`config.mk`:
```
export PLATFORM = sky130hd
export DESIGN_NAME = cfd_compute_decode
export DESIGN_NICKNAME = d
export VERILOG_FILES = /design/src/pkg/cfd_pkg.sv /design/src/design/cfd_fix_adder.sv /design/src/design/cfd_compute_decode.sv
export SDC_FILE = /design/constraint.sdc
export NUM_CORES = 2
export LEC_CHECK = 0
export ABC_CLOCK_PERIOD_IN_PS = 7800
export BUFFER_PORTS_ARGS = -buffer_cell sky130_fd_sc_hd__buf_2
export CAP_MARGIN = 40
export CORE_ASPECT_RATIO = 1.4
export CORE_MARGIN = 1.5
export CORE_UTILIZATION = 52
export CTS_CLUSTER_DIAMETER = 60
export DETAILED_ROUTE_END_ITERATION = 8
export GPL_ROUTABILITY_DRIVEN = 0
export PLACE_DENSITY = 0.74
export SLEW_MARGIN = 20
export SYNTH_ARGS = -nofsm -noshare
export SYNTH_HDL_FRONTEND = slang
export SYNTH_SLANG_ARGS = --single-unit
```
`constraint.sdc`:
```
create_clock -name sys_clk_i -period 7.8 [get_ports sys_clk_i]
set_clock_uncertainty 0.05 [all_clocks]
set_input_delay 0.39 -clock sys_clk_i [delete_from_list [all_inputs] [get_ports sys_clk_i]]
set_output_delay 0.39 -clock sys_clk_i [all_outputs]
set_load 0.01 [all_outputs]
```
`src/pkg/cfd_pkg.sv`:
```
package cfd_pkg;

    // Operation classes handed over by the sequencer with each word
    typedef enum logic [1:0] {
        CFD_OP_NONE = 2'b00,
        CFD_OP_MF64 = 2'b01,
        CFD_OP_MRMOVE = 2'b11,
        CFD_OP_FXADD = 2'b10
    } cfd_op_t;

    // Word and register geometry
    localparam int CFD_INSTR_W = 32;
    localparam int CFD_REG_W = 40;
    localparam int CFD_FIX_W = 32;
    localparam int CFD_EXT_W = 8;
    localparam int CFD_NUM_REGS = 16;
    localparam int CFD_NUM_SLICES = 6;

    // Multi-function 64-bit float field positions (low bit of each, plus the multiplier result's high bit)
    localparam int CFD_MF_MUL_RES_LSB = 12;
    localparam int CFD_MF_MUL_RES_MSB = 15;
    localparam int CFD_MF_ADD_RES_LSB = 8;
    localparam int CFD_MF_MUL_S1_LSB = 6;
    localparam int CFD_MF_MUL_S2_LSB = 4;
    localparam int CFD_MF_ADD_S1_LSB = 2;
    localparam int CFD_MF_ADD_S2_LSB = 0;

    // Source selector codes and the pair base registers they pick
    localparam logic [1:0] CFD_SRC_LOW = 2'h0;
    localparam logic [1:0] CFD_SRC_HIGH = 2'h2;
    localparam logic [3:0] CFD_MUL_S1_BASE = 4'h0;
    localparam logic [3:0] CFD_MUL_S2_BASE = 4'h4;
    localparam logic [3:0] CFD_ADD_S1_BASE = 4'h8;
    localparam logic [3:0] CFD_ADD_S2_BASE = 4'hC;
    localparam logic [3:0] CFD_PAIR_STEP = 4'h2;

    // Fixed-point single-register fields
    localparam int CFD_DST_LSB = 8;
    localparam int CFD_RX_LSB = 4;
    localparam int CFD_RY_LSB = 0;

    // Multiplier result move fields and slice codes
    localparam int CFD_MV_DIR_BIT = 16;
    localparam int CFD_MV_SLICE_LSB = 12;
    localparam logic [3:0] CFD_SL_FG0 = 4'h0;
    localparam logic [3:0] CFD_SL_FG1 = 4'h1;
    localparam logic [3:0] CFD_SL_FG2 = 4'h2;
    localparam logic [3:0] CFD_SL_BG0 = 4'h4;
    localparam logic [3:0] CFD_SL_BG1 = 4'h5;
    localparam logic [3:0] CFD_SL_BG2 = 4'h6;

    // Saturation limits
    localparam logic [31:0] CFD_SAT_POS = 32'h7FFFFFFF;
    localparam logic [31:0] CFD_SAT_NEG = 32'h80000000;

    // Values after reset
    localparam logic [39:0] CFD_REG_RST = 40'h0000000000;
    localparam logic [7:0] CFD_CMP_HIST_RST = 8'h00;
    localparam logic CFD_FLAG_RST = 1'b0;

endpackage

```
`src/design/cfd_fix_adder.sv`:
```
`timescale 1ns/1ps
`default_nettype none

// Fixed-point adder with saturation and the arithmetic status it produces
module cfd_fix_adder
#(
    parameter int WIDTH = 32
)
(
    input wire logic [WIDTH-1:0] opa_i,
    input wire logic [WIDTH-1:0] opb_i,
    input wire logic sat_en_i,
    output logic [WIDTH-1:0] sum_o,
    output logic carry_o,
    output logic neg_o,
    output logic ovf_o,
    output logic zero_o
);
    import cfd_pkg::*;

    logic [WIDTH-1:0] low_sum;
    logic [WIDTH:0] full_sum;
    logic carry_into_msb;
    logic pos_ovf;
    logic neg_ovf;

    // Low stages kept apart so the carry into the top stage is visible
    assign low_sum = {1'b0, opa_i[WIDTH-2:0]} + {1'b0, opb_i[WIDTH-2:0]};
    assign carry_into_msb = low_sum[WIDTH-1];
    assign full_sum = {1'b0, opa_i} + {1'b0, opb_i};

    // Overflow direction follows the sign of the operands
    assign pos_ovf = ovf_o & ~opa_i[WIDTH-1];
    assign neg_ovf = ovf_o & opa_i[WIDTH-1];

    // Result and flags
    assign carry_o = full_sum[WIDTH]; // RULE16
    assign ovf_o = carry_into_msb ^ full_sum[WIDTH]; // RULE18
    assign sum_o = (sat_en_i && pos_ovf) ? CFD_SAT_POS[WIDTH-1:0] : // RULE15
                   (sat_en_i && neg_ovf) ? CFD_SAT_NEG[WIDTH-1:0] : // RULE15
                   full_sum[WIDTH-1:0]; // RULE14
    assign neg_o = sum_o[WIDTH-1]; // RULE17
    assign zero_o = (sum_o == '0); // RULE19

endmodule

`default_nettype wire

```
`src/design/cfd_compute_decode.sv`:
```
// How it works
// RULE1: bits 15:12 pick multiplier result pair
// RULE2: bits 11:8 pick add/subtract result pair
// RULE3: multiplier source one: 00 pair 1:0, 10 pair 3:2
// RULE4: multiplier source two: 00 pair 5:4, 10 pair 7:6
// RULE5: add source one: 00 pair 9:8, 10 pair 11:10
// RULE6: add source two: 00 pair 13:12, 10 pair 15:14
// RULE7: source codes 01 and 11 flag illegal word
// RULE8: single register code equals register number
// RULE9: pair codes must be even; odd selects nothing
// RULE10: bit 16 sets move direction
// RULE11: bits 15:12 select foreground/background result slice
// RULE12: fixed-point operation clears float operation flag
// RULE13: add leaves compare history unchanged
// RULE14: add writes sum, zeroes extension bits
// RULE15: saturation clamps to 0x7FFFFFFF or 0x80000000
// RULE16: carry flag is carry out of top stage
// RULE17: negative flag is result most significant bit
// RULE18: overflow flag is xor of top carries
// RULE19: zero flag set when result all zero
// RULE20: add clears invalid and sign flags
// RULE21: overflow sets sticky; other stickies unchanged
`timescale 1ns/1ps
`default_nettype none

module cfd_compute_decode
#(
    parameter int NUM_REGS = 16,
    parameter int REG_W = 40,
    parameter int FIX_W = 32
)
(
    input wire logic sys_clk_i,
    input wire logic srst_i,
    // Instruction from the sequencer, one per cycle
    input wire logic instr_valid_i,
    input wire cfd_pkg::cfd_op_t instr_op_i,
    input wire logic [cfd_pkg::CFD_INSTR_W-1:0] instr_word_i,
    // Mode and sticky control
    input wire logic alu_saturate_enable_i,
    input wire logic sticky_clr_i,
    // Loading and inspecting the data register file
    input wire logic rf_wr_en_i,
    input wire logic [3:0] rf_wr_idx_i,
    input wire logic [REG_W-1:0] rf_wr_data_i,
    input wire logic [3:0] rf_rd_idx_i,
    output logic [REG_W-1:0] rf_rd_data_o,
    input wire logic [2:0] slice_rd_idx_i,
    output logic [FIX_W-1:0] slice_rd_data_o,
    // Decoded multi-function 64-bit float selectors (pair base register)
    output logic dec_valid_o,
    output logic illegal_o,
    output logic [3:0] mul_result_pair_sel_o,
    output logic [3:0] addsub_result_pair_sel_o,
    output logic [3:0] mul_src1_pair_sel_o,
    output logic [3:0] mul_src2_pair_sel_o,
    output logic [3:0] addsub_src1_pair_sel_o,
    output logic [3:0] addsub_src2_pair_sel_o,
    // Decoded move
    output logic mul_result_transfer_op_o,
    output logic mul_result_move_dir_o,
    output logic [3:0] dest_data_reg_o,
    // Arithmetic status of this processing element
    output logic float_op_flag_o,
    output logic alu_carry_flag_o,
    output logic alu_negative_flag_o,
    output logic alu_overflow_flag_o,
    output logic alu_zero_flag_o,
    output logic alu_invalid_flag_o,
    output logic alu_sign_flag_o,
    output logic [7:0] compare_history_bits_o,
    // Sticky status of this processing element
    output logic alu_overflow_sticky_o,
    output logic alu_underflow_sticky_o,
    output logic alu_invalid_sticky_o,
    output logic alu_float_overflow_sticky_o
);
    import cfd_pkg::*;

    // Data register file and the six multiplier result slices
    logic [REG_W-1:0] rf_r [NUM_REGS];
    logic [FIX_W-1:0] slice_r [CFD_NUM_SLICES];

    // Pair code check: valid only when even, base is the code itself
    function automatic logic pair_ok(input logic [3:0] code);
        pair_ok = ~code[0]; // RULE9
    endfunction

    // Source selector to pair base; only 00 and 10 are defined
    function automatic logic [3:0] src_pair(input logic [1:0] code,
                                            input logic [3:0] base);
        src_pair = (code == CFD_SRC_HIGH) ? base + CFD_PAIR_STEP : base;
    endfunction

    function automatic logic src_ok(input logic [1:0] code);
        src_ok = (code == CFD_SRC_LOW) || (code == CFD_SRC_HIGH); // RULE7
    endfunction

    // Slice code to slice index; undefined codes report not valid
    function automatic logic [3:0] slice_idx(input logic [3:0] code);
        if (code == CFD_SL_FG0)
            slice_idx = 4'h0;
        else if (code == CFD_SL_FG1)
            slice_idx = 4'h1;
        else if (code == CFD_SL_FG2)
            slice_idx = 4'h2;
        else if (code == CFD_SL_BG0)
            slice_idx = 4'h3;
        else if (code == CFD_SL_BG1)
            slice_idx = 4'h4;
        else if (code == CFD_SL_BG2)
            slice_idx = 4'h5;
        else
            slice_idx = 4'hF;
    endfunction

    // Multi-function field extraction
    wire [3:0] mul_res_code = instr_word_i[CFD_MF_MUL_RES_MSB:
                                           CFD_MF_MUL_RES_LSB]; // RULE1
    wire [3:0] add_res_code = instr_word_i[CFD_MF_ADD_RES_LSB+3:
                                           CFD_MF_ADD_RES_LSB]; // RULE2
    wire [1:0] mul_s1_code = instr_word_i[CFD_MF_MUL_S1_LSB+1:
                                          CFD_MF_MUL_S1_LSB];
    wire [1:0] mul_s2_code = instr_word_i[CFD_MF_MUL_S2_LSB+1:
                                          CFD_MF_MUL_S2_LSB];
    wire [1:0] add_s1_code = instr_word_i[CFD_MF_ADD_S1_LSB+1:
                                          CFD_MF_ADD_S1_LSB];
    wire [1:0] add_s2_code = instr_word_i[CFD_MF_ADD_S2_LSB+1:
                                          CFD_MF_ADD_S2_LSB];

    // A legal multi-function word needs even result pairs and defined sources
    wire mf_legal = pair_ok(mul_res_code) && pair_ok(add_res_code) &&
                    src_ok(mul_s1_code) && src_ok(mul_s2_code) &&
                    src_ok(add_s1_code) && src_ok(add_s2_code); // RULE7

    wire [3:0] mul_s1_pair = src_pair(mul_s1_code, CFD_MUL_S1_BASE); // RULE3
    wire [3:0] mul_s2_pair = src_pair(mul_s2_code, CFD_MUL_S2_BASE); // RULE4
    wire [3:0] add_s1_pair = src_pair(add_s1_code, CFD_ADD_S1_BASE); // RULE5
    wire [3:0] add_s2_pair = src_pair(add_s2_code, CFD_ADD_S2_BASE); // RULE6

    // Single-register fields: the code is the register number
    wire [3:0] dst_idx = instr_word_i[CFD_DST_LSB+3:CFD_DST_LSB]; // RULE8
    wire [3:0] rx_idx = instr_word_i[CFD_RX_LSB+3:CFD_RX_LSB]; // RULE8
    wire [3:0] ry_idx = instr_word_i[CFD_RY_LSB+3:CFD_RY_LSB]; // RULE8

    // Move fields
    wire mv_dir = instr_word_i[CFD_MV_DIR_BIT]; // RULE10
    wire [3:0] mv_code = instr_word_i[CFD_MV_SLICE_LSB+3:CFD_MV_SLICE_LSB];
    wire [3:0] mv_slice = slice_idx(mv_code); // RULE11
    wire mv_legal = (mv_slice != 4'hF);

    // Operation qualifiers
    wire do_mf = instr_valid_i && (instr_op_i == CFD_OP_MF64);
    wire do_mv = instr_valid_i && (instr_op_i == CFD_OP_MRMOVE);
    wire do_add = instr_valid_i && (instr_op_i == CFD_OP_FXADD);
    wire do_mv_ok = do_mv && mv_legal;
    wire word_illegal = (do_mf && !mf_legal) || (do_mv && !mv_legal);

    // Fixed-point fields sit above the floating-point extension bits
    wire [FIX_W-1:0] add_opa = rf_r[rx_idx][REG_W-1:REG_W-FIX_W];
    wire [FIX_W-1:0] add_opb = rf_r[ry_idx][REG_W-1:REG_W-FIX_W];
    logic [FIX_W-1:0] add_sum;
    logic add_carry;
    logic add_neg;
    logic add_ovf;
    logic add_zero;

    cfd_fix_adder #(
        .WIDTH(FIX_W)
    ) u_adder (
        .opa_i(add_opa),
        .opb_i(add_opb),
        .sat_en_i(alu_saturate_enable_i),
        .sum_o(add_sum),
        .carry_o(add_carry),
        .neg_o(add_neg),
        .ovf_o(add_ovf),
        .zero_o(add_zero)
    );

    // Register file write: instruction results win over the load port,
    // since a load racing a result would otherwise hide the result
    wire [CFD_EXT_W-1:0] ext_zero = '0;
    wire ins_wr = do_add || (do_mv_ok && !mv_dir);
    wire [3:0] ins_wr_idx = dst_idx;
    wire [REG_W-1:0] ins_wr_data = do_add ?
        {add_sum, ext_zero} : // RULE14
        {slice_r[mv_slice[2:0]], ext_zero}; // RULE10

    always_ff @(posedge sys_clk_i)
    begin
        for (int i = 0; i < NUM_REGS; i++)
        begin
            if (srst_i)
                rf_r[i] <= CFD_REG_RST[REG_W-1:0];
            else if (ins_wr && (ins_wr_idx == 4'(i)))
                rf_r[i] <= ins_wr_data;
            else if (rf_wr_en_i && (rf_wr_idx_i == 4'(i)))
                rf_r[i] <= rf_wr_data_i;
        end
    end

    // Slice write from the register file's fixed-point field
    always_ff @(posedge sys_clk_i)
    begin
        for (int i = 0; i < CFD_NUM_SLICES; i++)
        begin
            if (srst_i)
                slice_r[i] <= '0;
            else if (do_mv_ok && mv_dir && (mv_slice == 4'(i))) // RULE10
                slice_r[i] <= rf_r[dst_idx][REG_W-1:REG_W-FIX_W]; // RULE11
        end
    end

    // Read-back ports, registered; out-of-range slice reads return zero
    always_ff @(posedge sys_clk_i)
    begin
        if (srst_i)
        begin
            rf_rd_data_o <= '0;
            slice_rd_data_o <= '0;
        end
        else
        begin
            rf_rd_data_o <= rf_r[rf_rd_idx_i];
            slice_rd_data_o <= (slice_rd_idx_i < 3'(CFD_NUM_SLICES)) ?
                               slice_r[slice_rd_idx_i] : '0;
        end
    end

    // Decode outputs, one cycle after the word; selectors hold until next
    always_ff @(posedge sys_clk_i)
    begin
        if (srst_i)
        begin
            dec_valid_o <= 1'b0;
            illegal_o <= 1'b0;
            mul_result_pair_sel_o <= '0;
            addsub_result_pair_sel_o <= '0;
            mul_src1_pair_sel_o <= '0;
            mul_src2_pair_sel_o <= '0;
            addsub_src1_pair_sel_o <= '0;
            addsub_src2_pair_sel_o <= '0;
            mul_result_transfer_op_o <= 1'b0;
            mul_result_move_dir_o <= 1'b0;
            dest_data_reg_o <= '0;
        end
        else
        begin
            dec_valid_o <= do_mf && mf_legal; // RULE7
            illegal_o <= word_illegal; // RULE7
            mul_result_transfer_op_o <= do_mv_ok;
            if (do_mf && mf_legal)
            begin
                mul_result_pair_sel_o <= mul_res_code; // RULE1
                addsub_result_pair_sel_o <= add_res_code; // RULE2
                mul_src1_pair_sel_o <= mul_s1_pair;
                mul_src2_pair_sel_o <= mul_s2_pair;
                addsub_src1_pair_sel_o <= add_s1_pair;
                addsub_src2_pair_sel_o <= add_s2_pair;
            end
            if (do_mv_ok)
            begin
                mul_result_move_dir_o <= mv_dir; // RULE10
                dest_data_reg_o <= dst_idx; // RULE8
            end
        end
    end

    // Arithmetic status: only the add changes it here; compare history
    // has no writer in this block and so only resets
    always_ff @(posedge sys_clk_i)
    begin
        if (srst_i)
        begin
            float_op_flag_o <= CFD_FLAG_RST;
            alu_carry_flag_o <= CFD_FLAG_RST;
            alu_negative_flag_o <= CFD_FLAG_RST;
            alu_overflow_flag_o <= CFD_FLAG_RST;
            alu_zero_flag_o <= CFD_FLAG_RST;
            alu_invalid_flag_o <= CFD_FLAG_RST;
            alu_sign_flag_o <= CFD_FLAG_RST;
            compare_history_bits_o <= CFD_CMP_HIST_RST;
        end
        else if (do_add)
        begin
            float_op_flag_o <= 1'b0; // RULE12
            alu_carry_flag_o <= add_carry; // RULE16
            alu_negative_flag_o <= add_neg; // RULE17
            alu_overflow_flag_o <= add_ovf; // RULE18
            alu_zero_flag_o <= add_zero; // RULE19
            alu_invalid_flag_o <= 1'b0; // RULE20
            alu_sign_flag_o <= 1'b0; // RULE20
            compare_history_bits_o <= compare_history_bits_o; // RULE13
        end
    end

    // Sticky status: a set in the same cycle as a clear wins
    always_ff @(posedge sys_clk_i)
    begin
        if (srst_i)
        begin
            alu_overflow_sticky_o <= CFD_FLAG_RST;
            alu_underflow_sticky_o <= CFD_FLAG_RST;
            alu_invalid_sticky_o <= CFD_FLAG_RST;
            alu_float_overflow_sticky_o <= CFD_FLAG_RST;
        end
        else
        begin
            if (do_add && add_ovf)
                alu_overflow_sticky_o <= 1'b1; // RULE21
            else if (sticky_clr_i)
                alu_overflow_sticky_o <= 1'b0;
            if (sticky_clr_i)
            begin
                alu_underflow_sticky_o <= 1'b0;
                alu_invalid_sticky_o <= 1'b0;
                alu_float_overflow_sticky_o <= 1'b0;
            end
        end
    end

endmodule

`default_nettype wire

```
==> results_dict.tcl <==
set metrics [dict create \
    wl_met3_mm 33.1 \
    syn-mean-instance-area_um2 14.5 \
    viasPerCell 7.73 \
    io-pin-count 214 \
    status "finished clean" \
    p_sw_frac 0.290 \
    pwr-share-comb 0.188 \
    clockRootBuffer "clkbuf_16" \
    fp.dieH_um 396 \
    synth_ff_type "edfxtp_1" \
    slew_violations 0 \
    wl_per_cell_um 37.3 \
    cts_htree_levels 3 \
    postCtsSetupBuffers 0 \
    final_cell_mix "edfxtp_1 (832), mux4_2 (679), a22o_1 (465)" \
    rsz0062_at_grt "no" \
    final_cell_count_no_fill 5438 \
    grt_use_total 0.357 \
    synth_top_family_by_area "multiplexers" \
    io_buffers 176 \
    synth_top_area_cell "edfxtp_1" \
    ys_seq_area_frac 0.469 \
    synth-simple-area-share 0.0636 \
    r2r_cells 14 \
    initial_core_util 0.523 \
    p_per_area_nw_per_um2 205 \
    top_layer_used "met5" \
    wl_met2_mm 92.4 \
    grt-ovfl-total 0 \
    drive_gt1_frac 0.341 \
    cp.arrival_ns 6.50 \
    synth.distinct_cells 84 \
    max_cap_violations 0 \
    grt_max_degree 94 \
    setup_viol 0 \
    die-area_um2 112000 \
    drt_pass1_iterations 8 \
    pwr-share-seq 0.448 \
    max_slew_margin 0.267 \
    grt_pass1_vias 41100 \
    p_switching_mw 3.75 \
    layout.nets 4007 \
    clk_latency_ns 0.75 \
    worstSetupStartpointType "input pin" \
    muxShareOfSynthArea 0.291 \
    area_delta_synth_final_pct 10.1 \
    setup-tns-final_ns 0 \
    max_clock_freq_mhz 165 \
    drt.antenna.violating_nets 0 \
    drc 0 \
    syn_inst 3956 \
    finalHoldViolCount 0 \
    post-route-period-util 0.778 \
    synth_edf_count 832 \
    rows 144 \
    cts_resized 0 \
    totalWireLength_mm 203 \
    p_leak_nw 22.6 \
    dp.cells 5230 \
    p_clk_frac 0.364 \
    drtIter0Drc 7096 \
    yosysWarningCount 0 \
    regArea_um2 26900 \
    endpoint_kind "flip-flop" \
    cts_tree "done" \
    vdd_ir_drop_max_mv 0.169 \
    ys_ff_latch 930 \
    internal-power_mw 9.18 \
    synthTopCellsByArea "edfxtp_1 (44%), mux4_2 (27%), a22o_1 (7.1%)" \
    cts_buffers 95 \
    clk_path_buf_depth 3 \
    hold_path_class "in -> reg" \
    cts.sinks 930 \
    grt_pass1_wl_mm 285 \
    die_x_um 284 \
    cts.clk_slew.worst_paths_ns 0.07 \
    fill_cells 8260 \
    m1WireLength_mm 62.3 \
    synthXorXnorAreaFrac 0.00427 \
    required_ns 8.22 \
    dr_total_vias 42100 \
    grt_antenna_before_repair 17 \
    hold_depth 3 \
    crit_type "in -> reg" \
    synth_compound_area_frac 0.125 \
    finalCriticalPeriod_ns 6.07 \
    final_common_cell "edfxtp_1" \
    tightest_slew_ns 1.10 \
    synthesis.area_um2 57400 \
    synth-adder-area-share 0.00750 \
    synth_top_area_share 0.435 \
    coreArea_um2 110000 \
    async_flop_share 0 \
    dpl.hpwl_mm 120 \
    crit_fanout 78 \
    multi_input_area_um2 28600 \
]
-- per-layer routing --
layer,vias to the layer above,track usage
met4,12,0.234
met3,911,0.129
li1,16200,-
met5,-,0
met1,20800,0.428
met2,4144,0.545
-- sequential cells by signal, summed over array words and instances (netlist names) --
register,cells
mul_result_transfer_op_o,1
alu_overflow_flag_o,1
mul_src1_pair_sel_o,1
alu_overflow_sticky_o,1
addsub_result_pair_sel_o,4
rf_rd_data_o,40
dec_valid_o,1
slice_rd_data_o,32
slice_r,192
mul_result_move_dir_o,1
addsub_src2_pair_sel_o,2
alu_carry_flag_o,1
alu_zero_flag_o,1
addsub_src1_pair_sel_o,1
alu_negative_flag_o,1
rf_r,640
mul_result_pair_sel_o,4
mul_src2_pair_sel_o,1
illegal_o,1
dest_data_reg_o,4
-- cell usage after synthesis (53+ instances only) --
library cell  instances
buf_1               101
dfxtp_1              98
mux4_2              679
and2_1              131
o21ai_0              53
clkbuf_1            349
a22o_1              465
edfxtp_1            832
mux2i_1              74
nor2_1              298
mux2_2               58
nor2b_1              56
nand2_1             163
-- power groups by stage --
| stage | Combinational (mW) | Sequential, mW | Clock (mW) |
|---|---|---|---|
| after floorplan | 1.61 | 5.86 | 0 |
| after global placement | 2.28 | 5.87 | 0 |
| after detailed placement | 2.33 | 5.89 | 0 |
| after CTS | 2.33 | 5.79 | 4.70 |
| after global routing | 2.50 | 5.81 | 4.89 |
| final | 2.43 | 5.79 | 4.71 |
-- area by class of cell --
type                       count  area share
multi-input combinational   2514       0.452
clock buffer                 115      0.0399
inverter                      13    0.000772
timing repair buffer         329      0.0412
tap                         1460      0.0289
sequential                   930       0.426
clock inverter                64      0.0102
antenna                       13    0.000515
-- per-stage QoR --
step                hold slack (ns)  utilization  instance area (µm²)  setup WS, ns  power (mW)
CTS                          0.0219        0.575                63100          1.90        12.8
global placement              0.391        0.541                59300         0.965        8.14
floorplan                     0.431            -                57500          1.87        7.48
finish                       0.0496        0.576                63200          1.73        12.9
detailed placement            0.394        0.545                59800          1.16        8.22
global route                 0.0734        0.576                63200          1.55        13.2
-- kinds of logic (layout without fill, tap and decap cells) --
group | after synthesis | after routing
buf+inv | 533 | 521
fa+ha+maj | 34 | 34
other cells | 1 | 35
xor+xnor | 28 | 28
flops | 930 | 930
simple gates | 771 | 771
mux | 811 | 811
compound gates | 848 | 848
-- path summary, 6_finish.rpt --
path / startpoint / to / slack, ns
max: instr_word_i[4] / rf_r[3][20]$_DFFE_PP_ / 1.73
min: instr_word_i[15] / mul_result_pair_sel_o[3]$_SDFFE_PP0P_ / 0.05
max reg2reg: rf_r[7][16]$_DFFE_PP_ / rf_r[3][20]$_DFFE_PP_ / 2.12
min reg2reg: dest_data_reg_o[2]$_SDFFE_PP0P_ / dest_data_reg_o[2]$_SDFFE_PP0P_ / 0.40
-- worst max-delay path, stage by stage --
cell,delay (ns)
buf_8,0.72
buf_4,0.34
mux4_2,0.53
mux4_2,0.54
ha_1,0.48
nand2_1,0.11
a211o_1,0.30
a31o_1,0.28
a2111o_1,0.50
a211oi_2,0.38
o21ai_2,0.18
buf_4,0.24
a21boi_1,0.69
o21ai_1,0.18
buf_4,0.25
a22o_1,0.24
-- timing repair --
action,CTS,global route
hold buffers,5,0
endpoints found under the hold margin,4,0
setup endpoints to repair,0,0
(Power assumes the default switching activity.)
